==> config.mk <==
export PLATFORM = sky130hd
export DESIGN_NAME = periodic_wakeup_counter
export DESIGN_NICKNAME = d
export VERILOG_FILES = /design/src/include/pwc_pkg.sv /design/src/hdl/pwc_tick_sync.sv /design/src/hdl/periodic_wakeup_counter.sv
export VERILOG_INCLUDE_DIRS = /design/src /design/src/include
export SDC_FILE = /design/constraint.sdc
export NUM_CORES = 1
export LEC_CHECK = 0
export BUFFER_PORTS_ARGS = -buffer_cell sky130_fd_sc_hd__buf_2
export CAP_MARGIN = 15
export CORE_MARGIN = 10
export CORE_UTILIZATION = 50
export CTS_CLUSTER_SIZE = 20
export DETAILED_ROUTE_END_ITERATION = 10
export HOLD_SLACK_MARGIN = 0.12
export PLACE_DENSITY = 0.73
export SLEW_MARGIN = 10
export SYNTH_ARGS = -nofsm -noshare
export SYNTH_HDL_FRONTEND = slang
export SYNTH_SLANG_ARGS = --single-unit
==> constraint.sdc <==
create_clock -name clk -period 3.4 [get_ports clk]
set_clock_uncertainty 0.05 [all_clocks]
set_input_delay 0 -clock clk [delete_from_list [all_inputs] [get_ports clk]]
set_output_delay 0 -clock clk [all_outputs]
set_load 0.05 [all_outputs]
==> src/include/pwc_defs.svh <==
/*
 Constants of the periodic wakeup counter: register offsets, field positions,
 reset values. Assumes a 32-bit APB with one aligned word per register.
*/
`ifndef PWC_DEFS_SVH
`define PWC_DEFS_SVH

// ----------------------------------------
// Register byte offsets
// ----------------------------------------
`define PWC_OFS_STATUS_CONTROL 4'h0
`define PWC_OFS_COUNT_VALUE    4'h4
`define PWC_OFS_MATCH_LIMIT    4'h8
`define PWC_ADDR_W             4

// ----------------------------------------
// Status/control fields
// ----------------------------------------
`define PWC_BIT_MATCH_FLAG     7
`define PWC_SRC_HI             6
`define PWC_SRC_LO             5
`define PWC_BIT_IRQ_ENABLE     4
`define PWC_PS_HI              3
`define PWC_PS_LO              0

// ----------------------------------------
// Reset values and widths
// ----------------------------------------
`define PWC_RST_SRC            2'h0
`define PWC_RST_PS             4'h0
`define PWC_RST_BYTE           8'h00
`define PWC_PRESC_W            18
`define PWC_SRC_COUNT          3

`endif

==> src/include/pwc_pkg.sv <==
/*
 Types of the periodic wakeup counter. Assumes pwc_defs.svh is not needed here.
*/
package pwc_pkg;
   typedef enum {
      PWC_BUS_IDLE,
      PWC_BUS_ANSWER
   } pwc_bus_state_t;
endpackage

==> src/hdl/pwc_tick_sync.sv <==
/*
 Brings the raw counting clocks into the system clock domain and turns each
 rising edge into a one-cycle tick. Assumes each source is much slower than clk.
*/
`timescale 1ns/1ps
module pwc_tick_sync #(
   parameter int N = 3
) (
   input  wire logic         clk,
   input  wire logic         srst,
   input  wire logic [N-1:0] rawClk,
   output logic      [N-1:0] tick
);
   // ----------------------------------------
   // Two-stage synchroniser and edge detect
   // ----------------------------------------
   logic [N-1:0] meta_reg;
   logic [N-1:0] sync_reg;
   logic [N-1:0] last_reg;

   genvar g;
   generate
      for (g = 0; g < N; g++) begin : gSrc
         always_ff @(posedge clk) begin
            if (srst) begin
               meta_reg[g] <= 1'b0;
               sync_reg[g] <= 1'b0;
               last_reg[g] <= 1'b0;
            end else begin
               meta_reg[g] <= rawClk[g];
               sync_reg[g] <= meta_reg[g];
               last_reg[g] <= sync_reg[g];
            end
         end
         // Only the second stage feeds the edge detector
         assign tick[g] = sync_reg[g] & ~last_reg[g];
      end
   endgenerate
endmodule

==> src/hdl/periodic_wakeup_counter.sv <==
/*
 Periodic wakeup counter: 8-bit up-counter with prescaler, modulo match,
 sticky match flag, interrupt request and wakeup, behind an APB slave.
 Assumes the three counting clocks arrive as pins from other domains and the
 power-mode and debug inputs come from logic on clk.
*/
`timescale 1ns/1ps
`include "pwc_defs.svh"
module periodic_wakeup_counter (
   input  wire logic        clk,
   input  wire logic        srst,
   input  wire logic        psel,
   input  wire logic        penable,
   input  wire logic        pwrite,
   input  wire logic [31:0] paddr,
   input  wire logic [31:0] pwdata,
   output logic      [31:0] prdata,
   output logic             pready,
   output logic             pslverr,
   input  wire logic        lowPowerOscClock,
   input  wire logic        externalRefClock,
   input  wire logic        internalRefClock,
   input  wire logic        waitMode,
   input  wire logic        stop2Mode,
   input  wire logic        stop3Mode,
   input  wire logic        debugActive,
   output logic             matchIrq,
   output logic             wakeup
);
   // ----------------------------------------
   // Divide value of a prescale setting
   // ----------------------------------------
   function automatic logic [`PWC_PRESC_W-1:0] divideOf(input logic lowSrc,
                                                        input logic [3:0] sel);
      logic [`PWC_PRESC_W-1:0] d;
      d = 18'h00000;
      if (!lowSrc) begin
         unique case (sel)
            4'h0: d = 18'h00000;
            4'h1: d = 18'h00008;
            4'h2: d = 18'h00020;
            4'h3: d = 18'h00040;
            4'h4: d = 18'h00080;
            4'h5: d = 18'h00100;
            4'h6: d = 18'h00200;
            4'h7: d = 18'h00400;
            4'h8: d = 18'h00001;
            4'h9: d = 18'h00002;
            4'hA: d = 18'h00004;
            4'hB: d = 18'h0000A;
            4'hC: d = 18'h00010;
            4'hD: d = 18'h00064;
            4'hE: d = 18'h001F4;
            4'hF: d = 18'h003E8;
         endcase
      end else begin
         unique case (sel)
            4'h0: d = 18'h00000;
            4'h1: d = 18'h00400;
            4'h2: d = 18'h00800;
            4'h3: d = 18'h01000;
            4'h4: d = 18'h02000;
            4'h5: d = 18'h04000;
            4'h6: d = 18'h08000;
            4'h7: d = 18'h10000;
            4'h8: d = 18'h003E8;
            4'h9: d = 18'h007D0;
            4'hA: d = 18'h01388;
            4'hB: d = 18'h02710;
            4'hC: d = 18'h04E20;
            4'hD: d = 18'h0C350;
            4'hE: d = 18'h186A0;
            4'hF: d = 18'h30D40;
         endcase
      end
      return d;
   endfunction

   // ----------------------------------------
   // Registers
   // ----------------------------------------
   pwc_pkg::pwc_bus_state_t busState_reg;
   logic [31:0]              prdata_reg;
   logic                     pslverr_reg;
   logic                     pready_reg;
   logic                     flag_reg;
   logic [1:0]               srcSel_reg;
   logic                     irqEn_reg;
   logic [3:0]               psSel_reg;
   logic [7:0]               limit_reg;
   logic [7:0]               count_reg;
   logic [`PWC_PRESC_W-1:0]  presc_reg;
   logic                     matchIrq_reg;
   logic                     wakeup_reg;

   // ----------------------------------------
   // Clock source ticks
   // ----------------------------------------
   logic [`PWC_SRC_COUNT-1:0] srcTick;

   // Pins from foreign clocks cross here before anything reads them
   pwc_tick_sync #(
      .N (`PWC_SRC_COUNT)
   ) uTickSync (
      .clk    (clk),
      .srst   (srst),
      .rawClk ({internalRefClock, externalRefClock, lowPowerOscClock}),
      .tick   (srcTick)
   );

   // ----------------------------------------
   // Bus decode
   // ----------------------------------------
   wire [`PWC_ADDR_W-1:0] ofs       = paddr[`PWC_ADDR_W-1:0];
   wire                   upperZero = (paddr[31:`PWC_ADDR_W] == 28'h0000000);
   wire                   hitSc     = upperZero && (ofs == `PWC_OFS_STATUS_CONTROL);
   wire                   hitCnt    = upperZero && (ofs == `PWC_OFS_COUNT_VALUE);
   wire                   hitLim    = upperZero && (ofs == `PWC_OFS_MATCH_LIMIT);
   wire                   mapped    = hitSc || hitCnt || hitLim;
   wire                   accessEnd = psel && penable && (busState_reg == pwc_pkg::PWC_BUS_ANSWER);
   wire                   busWrite  = accessEnd && pwrite;
   wire                   scWrite   = busWrite && hitSc;
   wire                   limWrite  = busWrite && hitLim; // count offset has no write path
   wire [1:0]             newSrc    = pwdata[`PWC_SRC_HI:`PWC_SRC_LO];
   wire [3:0]             newPs     = pwdata[`PWC_PS_HI:`PWC_PS_LO];
   wire                   clrWrite  = scWrite && pwdata[`PWC_BIT_MATCH_FLAG];
   wire                   selChange = scWrite && ((newSrc != srcSel_reg) || (newPs != psSel_reg));
   wire                   restart   = limWrite || selChange;

   wire [7:0] scValue = {flag_reg, srcSel_reg, irqEn_reg, psSel_reg};
   wire [7:0] rdByte  = hitSc  ? scValue :
                        hitCnt ? count_reg :
                        hitLim ? limit_reg : `PWC_RST_BYTE;

   // ----------------------------------------
   // Counting path
   // ----------------------------------------
   // 00 low-power, 01 external, 1x internal
   wire [1:0] srcIdx   = srcSel_reg[1] ? 2'h2 : {1'b0, srcSel_reg[0]};
   wire       tickSel  = srcTick[srcIdx];
   // Only the low-power source survives stop2
   wire       srcAlive = (srcSel_reg == 2'h0) || !stop2Mode;
   wire [`PWC_PRESC_W-1:0] divide = divideOf(srcSel_reg[0], psSel_reg);
   wire       running  = (divide != 18'h00000);
   // Debug freezes both counters in place
   wire       tickOk    = tickSel && srcAlive && running && !debugActive;
   wire       prescDone = tickOk && (presc_reg == divide - 18'h00001);
   // Limit zero keeps the count at zero and matches every prescaler edge
   wire       matchEvt  = prescDone && (count_reg == limit_reg);
   wire       flagNext  = matchEvt || (flag_reg && !clrWrite);

   // ----------------------------------------
   // APB slave
   // ----------------------------------------
   // Answer one cycle into the access phase; read data is captured then
   always_ff @(posedge clk) begin
      if (srst) begin
         busState_reg <= pwc_pkg::PWC_BUS_IDLE;
         prdata_reg   <= 32'h00000000;
         pslverr_reg  <= 1'b0;
         pready_reg   <= 1'b0;
      end else begin
         unique case (busState_reg)
            pwc_pkg::PWC_BUS_IDLE: begin
               if (psel && penable) begin
                  busState_reg <= pwc_pkg::PWC_BUS_ANSWER;
                  prdata_reg   <= {24'h000000, rdByte};
                  pslverr_reg  <= !mapped;
                  pready_reg   <= 1'b1;
               end
            end
            pwc_pkg::PWC_BUS_ANSWER: begin
               busState_reg <= pwc_pkg::PWC_BUS_IDLE;
               pslverr_reg  <= 1'b0;
               pready_reg   <= 1'b0;
            end
         endcase
      end
   end

   // ----------------------------------------
   // Control register
   // ----------------------------------------
   always_ff @(posedge clk) begin
      if (srst) begin
         flag_reg   <= 1'b0;
         srcSel_reg <= `PWC_RST_SRC;
         irqEn_reg  <= 1'b0;
         psSel_reg  <= `PWC_RST_PS;
         limit_reg  <= `PWC_RST_BYTE;
      end else begin
         flag_reg <= flagNext;
         if (scWrite) begin
            srcSel_reg <= newSrc;
            irqEn_reg  <= pwdata[`PWC_BIT_IRQ_ENABLE];
            psSel_reg  <= newPs;
         end
         if (limWrite) begin
            limit_reg <= pwdata[7:0];
         end
      end
   end

   // ----------------------------------------
   // Prescaler and counter
   // ----------------------------------------
   // Keeps running in wait and stop3 whenever a source tick arrives; in stop2 only on the low-power source
   always_ff @(posedge clk) begin
      if (srst || restart) begin
         presc_reg <= 18'h00000;
         count_reg <= `PWC_RST_BYTE;
      end else if (tickOk) begin
         if (prescDone) begin
            presc_reg <= 18'h00000;
            count_reg <= matchEvt ? 8'h00 : count_reg + 8'h01;
         end else begin
            presc_reg <= presc_reg + 18'h00001;
         end
      end
   end

   // ----------------------------------------
   // Interrupt request and wakeup
   // ----------------------------------------
   always_ff @(posedge clk) begin
      if (srst) begin
         matchIrq_reg <= 1'b0;
         wakeup_reg   <= 1'b0;
      end else begin
         matchIrq_reg <= flag_reg && irqEn_reg;
         wakeup_reg   <= flag_reg && irqEn_reg && (waitMode || stop2Mode || stop3Mode);
      end
   end

   assign prdata   = prdata_reg;
   // Own flop, so the answer carries no decode glitch
   assign pready   = pready_reg;
   assign pslverr  = pslverr_reg;
   assign matchIrq = matchIrq_reg;
   assign wakeup   = wakeup_reg;
endmodule

==> summary.txt, run 1 <==
Clock network
  – Clock root buffer: clkbuf_8
  – Worst skew pair latency: 0.36 ns
  – H-tree depth: 3
  – Max Root-Sink Buffers: 2
  – CTS Buf Count: 9
  – CTS tree: yes
  – Worst-path clk slew: 0.10 ns
  – Clock tree sinks: 89

Placed design
  – IO Port Bufs: 63
  – Placed insts: 830
  – Routability Congestion: 0.958
  – Dpl hpwl: 10,400 µm
  – Area post-placement: 5620 µm²
  – DP Worst Slack: 0.0377 ns

GRT
  – Antenna violations before repair: 0
  – GRT Total Usage: 18.5%
  – Pin count of the biggest net entering global routing: 41
  – First-pass GRT wire length: 22,800 µm
  – Remaining Overflow, GRT: 0
  – Vias in the first global route: 4,621

Synth
  – Cell area after synthesis: 5160 µm²
  – Post-synthesis cell type count: 67
  – Register area share after synthesis: 34.6%
  – Number of synthesized register bits: 89
  – Synth Area per Inst: 8.08 µm²
  – Fraction of registers with async set/reset: 0%
  – Post-synthesis cell count: 638
  – Synth Flop Type: dfxtp_1
  – Synth warnings: 0
  – Post-synth EDFFs: 0

Setup path
  – CP Launch Type: flop
  – CP endpoint kind: flop
  – Arr. time, crit path: 3.59 ns
  – Worst Path Max Fanout: 5
  – WS Path Type: flop to flop
  – Worst EP required: 3.64 ns

Finish
  – Fin cells: 874
  – Most frequent cells in the layout: 86 x dfxtp_1, 70 x nand2_1, 64 x buf_2, 61 x nor2_1, 42 x a21oi_1
  – Layout cells sized above 1: 19.2%
  – Inserted Diodes: 0
  – Area Growth Syn to Fin: 19.6%
  – Post-layout util: 60.6%
  – Design Area, Final: 6170 µm²
  – Layout Nets: 819
  – Most common cell after layout, fill and taps aside: dfxtp_1

STA
  – Relative slew slack: 42.8%
  – Slew Limit Fails: 0
  – Worst Tran Pin Value: 0.855 ns
  – Hold slack final: 0.163 ns
  – Setup ws final: 0.0496 ns
  – Minimum clock period: 3.35 ns
  – Crit share post-route: 98.5%
  – Final hold vios: 0
  – Max Fclk: 298 MHz
  – Sum of negative setup slack: 0 ns
  – Final setup vio count: 0

Worst hold path
  – Hold WC Path Type: input port to flop

Power
  – Pwr dens: 317 nW/µm²
  – Power, Total: 1.95 mW
  – Leak pwr: 2.48 nW
  – VDD IR max: 199 µV

Detailed routing
  – DR vias: 4,857
  – DRC violation count after routing: 0
  – Routed Antenna Nets: 0
  – Routed WL per cell: 16.1 µm
  – Starting DRT DRC Count: 320
  – Via density: 5.56
  – Drt total wl: 14,100 µm
  – DR pass1 iterations: 5

Flow run
  – Max Cap Violations: 0

Floorplan
  – Starting density of the core: 50.6%
  – Die ar.: 14,800 µm²
  – Core footprint: 10,200 µm²
  – Die width: 122 µm
  – Chip Height: 122 µm
  – I/O Pins: 112
  – Num rows: 37

Outcome
  – Status: completed
## report_power, final
group	internal, mW	total [mW]	switching [mW]
logic	0.0487	0.156	0.108
registers	1.05	1.05	0.00206
clock network	0.361	0.749	0.388
total	1.46	1.95	0.497
## worst paths after layout
check / from / endpoint / slack [ns] / depth (start not counted)
worst max register to register: flop / count_reg[2] / 0.05 / 9
worst max-delay path: flop / count_reg[2] / 0.05 / 9
worst min-delay path: paddr[20] / prdata[1] / 0.16 / 7
worst min register to register: uTickSync.meta_reg[1] / uTickSync.sync_reg[1] / 0.39 / 1
## cells by family (layout without fill, tap and decap cells)
logic type                 after synthesis  after routing  share of synthesized area [%]
other                                    1             24                         0.0727
buffers and inverters                   66            143                           6.77
xor gates and xnor gates                48             48                           8.15
adders and majority gates                9              9                           2.18
AOI/OAI and AO/OA                      128            128                           16.1
and+or+nand+nor                        267            267                           26.2
muxes                                   30             30                           5.97
DFF                                     89             89                           34.6
## critical path: stages (launching register included)
cell and delay, ns:
dfxtp_4 0.37, or4_4 0.55, o22a_1 0.26, or4_4 0.54, mux2_4 0.32, a21oi_2 0.15
nand4b_1 0.18, buf_4 0.21, or4_4 0.52, a21oi_1 0.15
## synthesized netlist by cell type (all sizes together) (3+ instances only)
| cell type | count | area share (%) |
|---|---|---|
| a211oi | 4 | 0.58 |
| o21a | 4 | 0.58 |
| o31ai | 10 | 1.6 |
| or3 | 9 | 1.1 |
| xor2 | 25 | 4.2 |
| dfxtp | 89 | 35 |
| o22ai | 4 | 0.49 |
| mux2i | 27 | 5.2 |
| or4 | 13 | 2.0 |
| nand2b | 3 | 0.36 |
| or2 | 6 | 0.73 |
| nor2b | 14 | 1.7 |
| a21oi | 46 | 4.5 |
| nor3 | 20 | 1.9 |
| ha | 9 | 2.2 |
| a21o | 8 | 1.2 |
| nand3b | 4 | 0.58 |
| o211ai | 7 | 1.0 |
| nor4 | 16 | 1.9 |
| a31oi | 4 | 0.49 |
| nand3 | 24 | 2.3 |
| nor2 | 62 | 4.5 |
| clkbuf | 23 | 1.7 |
| xnor2 | 23 | 3.9 |
| nand2 | 70 | 5.1 |
| inv | 8 | 0.58 |
| and3 | 7 | 0.85 |
| o21ai | 19 | 1.8 |
| buf | 34 | 4.4 |
| mux2 | 3 | 0.73 |
| nand4 | 5 | 0.61 |
## what timing repair did
| action | CTS | global route |
|---|---|---|
| gates cloned | 0 | 2 |
| setup buffers | 0 | 3 |
| gates resized for setup | 2 | 20 |
| setup endpoints to repair | 25 | 27 |
| hold buffers | 24 | 0 |
| hold endpoints to repair | 30 | 0 |
| pin swaps | 0 | 9 |
## cell type report
cell class / instances / area [µm²]
Clock buffer: 10 / 138
Clock inverter: 5 / 63.8
Fill cell: 917 / 4020
Inverter: 9 / 33.8
Multi-Input combinational cell: 506 / 3180
Sequential cell: 89 / 1790
Tap cell: 136 / 170
Timing Repair Buffer: 119 / 797
## routing by layer
metal	global-route usage, %	wire (µm)	share of wire, %	up-vias
met3	4.12	911	6.5	15
met5	0	0	0	-
met4	5.14	177	1.3	0
li1	-	-	-	2406
met1	24.0	6200	44	2288
met2	30.4	6780	48	148
Power figures use the tool's default switching activity.
==> run 2: changes to the inputs <==
--- a/config.mk
+++ b/config.mk
@@ -13,7 +13,7 @@
 export CTS_CLUSTER_SIZE = 20
 export DETAILED_ROUTE_END_ITERATION = 10
 export HOLD_SLACK_MARGIN = 0.12
-export PLACE_DENSITY = 0.73
+export PLACE_DENSITY = 0.79
 export SLEW_MARGIN = 10
 export SYNTH_ARGS = -nofsm -noshare
 export SYNTH_HDL_FRONTEND = slang
==> run 2 against run 1 <==
Combinational power increased by 4%. First-iteration DRC count is 70% higher. Sequential share of layout area is 0.51 points lower. Utilization grew 1.0 points. Cell count increased by 0.34%.
==> summary.txt, run 2 (synthesis results as in run 1) <==
Outcome
  – Status: completed

STA
  – Max Fclk: 299 MHz
  – Final setup vio count: 0
  – Final hold vios: 0
  – Hold slack final: 0.165 ns
  – Worst Tran Pin Value: 0.764 ns
  – Minimum clock period: 3.34 ns
  – Relative slew slack: 49.1%
  – Sum of negative setup slack: 0 ns
  – RSZ-0062 raised after global routing: yes
  – Slew Limit Fails: 0
  – Crit share post-route: 98.2%

GRT
  – Antenna violations before repair: 0
  – Vias in the first global route: 4,697
  – Pin count of the biggest net entering global routing: 41
  – Remaining Overflow, GRT: 0
  – First-pass GRT wire length: 23,500 µm
  – GRT Total Usage: 19.5%

Clock network
  – CTS tree: yes
  – Clock tree sinks: 89
  – Worst-path clk slew: 0.09 ns
  – Max Root-Sink Buffers: 2
  – Worst skew pair latency: 0.37 ns
  – CTS Buf Count: 9
  – Clock root buffer: clkbuf_8
  – H-tree depth: 3

Detailed routing
  – Routed Antenna Nets: 0
  – Via density: 5.87
  – Starting DRT DRC Count: 544
  – Routed WL per cell: 17.5 µm
  – DR vias: 5,144
  – Drt total wl: 15,300 µm
  – DR pass1 iterations: 5
  – DRC violation count after routing: 0

Flow run
  – Max Cap Violations: 0

Placed design
  – Routability Congestion: 0.921
  – IO Port Bufs: 63
  – Dpl hpwl: 10,400 µm

Finish
  – Most common cell after layout, fill and taps aside: dfxtp_1
  – Layout Nets: 821
  – Inserted Diodes: 0
  – Most frequent cells in the layout: 88 x dfxtp_1, 70 x nand2_1, 64 x buf_2, 58 x nor2_1, 42 x a21oi_1
  – Layout cells sized above 1: 19.4%
  – Area Growth Syn to Fin: 21.6%

Power
  – VDD IR max: 215 µV
  – Pwr dens: 312 nW/µm²
  – Power, Total: 1.96 mW
  – Leak pwr: 2.49 nW

Worst hold path
  – Hold WC Path Type: input port to flop
  – WHS Path Cells: 6

Setup path
  – Worst EP required: 3.66 ns
  – WS Path Type: flop to flop
  – Worst Path Max Fanout: 6
  – Reg2Reg Setup Slack: 0.06 ns
  – CP Launch Type: flop
  – CP endpoint kind: flop
  – Cells on worst reg2reg path: 10
  – Arr. time, crit path: 3.60 ns

Floorplan
  – Chip Height: 122 µm
  – Num rows: 37
  – Die ar.: 14,800 µm²
  – Core footprint: 10,200 µm²
  – I/O Pins: 112
  – Die width: 122 µm
  – Starting density of the core: 50.6%
[run 2: worst paths after layout]
check,startpoint,end
setup / recovery,srcSel_reg[0],flag_reg
hold / removal,paddr[16],prdata[7]
setup reg to reg,srcSel_reg[0],flag_reg
hold reg to reg,uTickSync.meta_reg[1],uTickSync.sync_reg[1]
[run 2: worst max-delay path, stage by stage (launching register included)]
cell and delay (ns):
dfxtp_4 0.37, buf_4 0.15, or4_4 0.44, o22a_1 0.24
or4_4 0.43, mux2_4 0.31, a21oi_1 0.15, nand4b_1 0.24
buf_6 0.22, or4_1 0.54, a21oi_2 0.14
[run 2: metrics by stage]
| step | instances | utilization [%] | area (µm²) | setup WS (ns) |
|---|---|---|---|---|
| 2_1_floorplan | 661 | - | 5240 | 0.0361 |
| 3_3_place_gp | 827 | 54.9 | 5590 | -0.0422 |
| 3_5_place_dp | 827 | 54.9 | 5590 | -0.175 |
| 4_1_cts | 872 | 59.8 | 6090 | 0.00127 |
| 5_1_grt | 877 | 61.6 | 6270 | -0.0429 |
| 6_report | 877 | 61.6 | 6270 | 0.0599 |
[run 2: layout make-up]
type                            count  area, µm²
Multi-Input combinational cell    506       3250
Clock buffer                       12        145
Clock inverter                      4       51.3
Tap cell                          136        170
Timing Repair Buffer              121        832
Fill cell                         844       3920
Sequential cell                    89       1790
Inverter                            9       37.5
[run 2: repair_timing]
| item | 4_1_cts | 5_1_grt |
|---|---|---|
| hold buffers | 29 | 0 |
| pin swaps | 0 | 14 |
| endpoints found under the setup margin | 25 | 47 |
| cloned | 0 | 2 |
| endpoints found under the hold margin | 33 | 0 |
| buffers inserted | 0 | 3 |
| resized for setup | 3 | 33 |
[run 2: power breakdown]
part	total (mW)	internal (mW)	switching (mW)
combinational	0.163	0.0519	0.111
sequential	1.05	1.05	0.00278
clock	0.746	0.362	0.384
total	1.96	1.46	0.498
[run 2: per-layer routing]
layer | track usage [%] | up-vias | part of all wire [%]
met3 | 3.15 | 45 | 7.7
li1 | - | 2420 | -
met1 | 23.6 | 2426 | 40
met5 | 0 | - | 0
met2 | 33.6 | 253 | 50
met4 | 8.05 | 0 | 2.9
==> run 3: changes to the inputs <==
--- a/config.mk
+++ b/config.mk
@@ -7,13 +7,14 @@
 export NUM_CORES = 1
 export LEC_CHECK = 0
 export BUFFER_PORTS_ARGS = -buffer_cell sky130_fd_sc_hd__buf_2
-export CAP_MARGIN = 15
+export CAP_MARGIN = 20
 export CORE_MARGIN = 10
 export CORE_UTILIZATION = 50
 export CTS_CLUSTER_SIZE = 20
 export DETAILED_ROUTE_END_ITERATION = 10
 export HOLD_SLACK_MARGIN = 0.12
 export PLACE_DENSITY = 0.79
+export RECOVER_POWER = 100
 export SLEW_MARGIN = 10
 export SYNTH_ARGS = -nofsm -noshare
 export SYNTH_HDL_FRONTEND = slang
==> run 3 against run 2 <==
Cell count unchanged. Via count down 0.56%. Non-clock buffer count unchanged. Critical endpoint unchanged.
==> summary.txt, run 3 (synthesis results as in run 1) <==
STA
  – Crit share post-route: 98.0%
  – Minimum clock period: 3.33 ns
  – Max Fclk: 300 MHz
  – Worst Tran Pin Value: 0.746 ns
  – RSZ-0062 raised after global routing: yes
  – Final setup vio count: 0
  – Relative slew slack: 50.3%
  – Slew Limit Fails: 0
  – Final hold vios: 0

Placed design
  – Dpl hpwl: 10,400 µm
  – Area post-placement: 5590 µm²
  – Routability Congestion: 0.921
  – IO Port Bufs: 63

Clock network
  – CTS tree: yes
  – Max Root-Sink Buffers: 2
  – Clock tree sinks: 89
  – CTS Buf Count: 9
  – Worst skew pair latency: 0.37 ns
  – Clock root buffer: clkbuf_8
  – Worst-path clk slew: 0.09 ns
  – H-tree depth: 3

GRT
  – First-pass GRT wire length: 23,500 µm
  – GRT Total Usage: 19.5%
  – Antenna violations before repair: 0
  – Vias in the first global route: 4,697
  – Pin count of the biggest net entering global routing: 41
  – Remaining Overflow, GRT: 0

Worst hold path
  – WHS Path Cells: 6
  – Hold WC Path Type: input port to flop

Power
  – Switching Share: 25.5%
  – VDD IR max: 215 µV
  – Int Power: 1.46 mW
  – Combinational Power Share: 8.3%
  – Net load switching power: 0.499 mW
  – Leak pwr: 2.44 nW
  – Pwr dens: 313 nW/µm²
  – Clk pwr share: 38.1%
  – Reg power frac: 53.5%

Finish
  – Inserted Diodes: 0
  – Post-layout util: 61.4%
  – Layout Nets: 821
  – Fillers: 856
  – Design Area, Final: 6250 µm²
  – Area Growth Syn to Fin: 21.3%
  – Most frequent cells in the layout: 88 x dfxtp_1, 70 x nand2_1, 58 x nor2_1, 52 x buf_2, 42 x a21oi_1
  – Most common cell after layout, fill and taps aside: dfxtp_1
  – Layout cells sized above 1: 17.8%

Detailed routing
  – Routed Antenna Nets: 0
  – DRC violation count after routing: 0
  – Via density: 5.83
  – Drt total wl: 15,300 µm
  – Routed WL per cell: 17.5 µm
  – DR vias: 5,115
  – Starting DRT DRC Count: 527
  – DR pass1 iterations: 5

Setup path
  – Cells on worst reg2reg path: 10
  – CP endpoint kind: flop
  – Arr. time, crit path: 3.59 ns
  – Worst EP required: 3.66 ns
  – WS Path Type: flop to flop
  – CP Launch Type: flop
  – Worst Path Max Fanout: 6

Outcome
  – Status: completed

Floorplan
  – I/O Pins: 112
  – Die width: 122 µm
  – Starting density of the core: 50.6%
  – Die ar.: 14,800 µm²
  – Core footprint: 10,200 µm²
  – Num rows: 37
  – Chip Height: 122 µm

Flow run
  – Max Cap Violations: 0
run 3: worst paths after layout:
check	end	startpoint	slack (ns)
min	prdata[7]	paddr[26]	0.18
max reg2reg	flag_reg	srcSel_reg[0]	0.07
min reg2reg	uTickSync.sync_reg[1]	uTickSync.meta_reg[1]	0.39
max	flag_reg	srcSel_reg[0]	0.07
run 3: worst max-delay path, stage by stage (launching register included):
cell and delay [ns]:
dfxtp_4 0.37, buf_4 0.15, or4_4 0.44, o22a_1 0.24
or4_4 0.43, mux2_4 0.31, a21oi_1 0.15, nand4b_1 0.23
buf_6 0.21, or4_1 0.54, a21oi_2 0.14
run 3: repair_timing:
item                                    4_1_cts  5_1_grt
setup buffers                                 0        3
cloned                                        0        2
hold endpoints to repair                     33        0
hold buffers                                 29        0
pin swaps                                     0       14
endpoints found under the setup margin       25       47
gates resized for setup                       3       33
run 3: final cells by class:
| cell class | instances | area [µm²] | area share, % |
|---|---|---|---|
| clock inverter | 4 | 51.3 | 0.820 |
| multi-input combinational | 506 | 3250 | 51.9 |
| clock buffer | 12 | 145 | 2.32 |
| inverter | 9 | 37.5 | 0.600 |
| tap | 136 | 170 | 2.72 |
| sequential | 89 | 1790 | 28.5 |
| timing repair buffer | 121 | 817 | 13.1 |
run 3: power by group through the flow:
stage	Clock, mW	Combinational (mW)	Sequential (mW)
finish	0.747	0.163	1.05
global route	0.799	0.171	1.05
CTS	0.760	0.156	1.05
detailed placement	0	0.135	1.07
global placement	0	0.133	1.07
floorplan	0	0.111	1.08
run 3: routing by layer:
metal  part of all wire (%)  track usage [%]
met4                    3.1             8.05
met5                      0                0
met3                    7.5             3.15
met2                     50             33.6
met1                     40             23.6
run 3: stage by stage:
stage               hold WS, ns  setup slack, ns  TNS (ns)  cells  power (mW)
detailed placement        0.165           -0.175     -3.32    827        1.21
global route              0.200          -0.0429    -0.388    877        2.02
global placement          0.164          -0.0422    -0.668    827        1.21
CTS                       0.133          0.00127         0    872        1.97
finish                    0.175           0.0692         0    877        1.96
floorplan                0.0679           0.0361         0    661        1.19
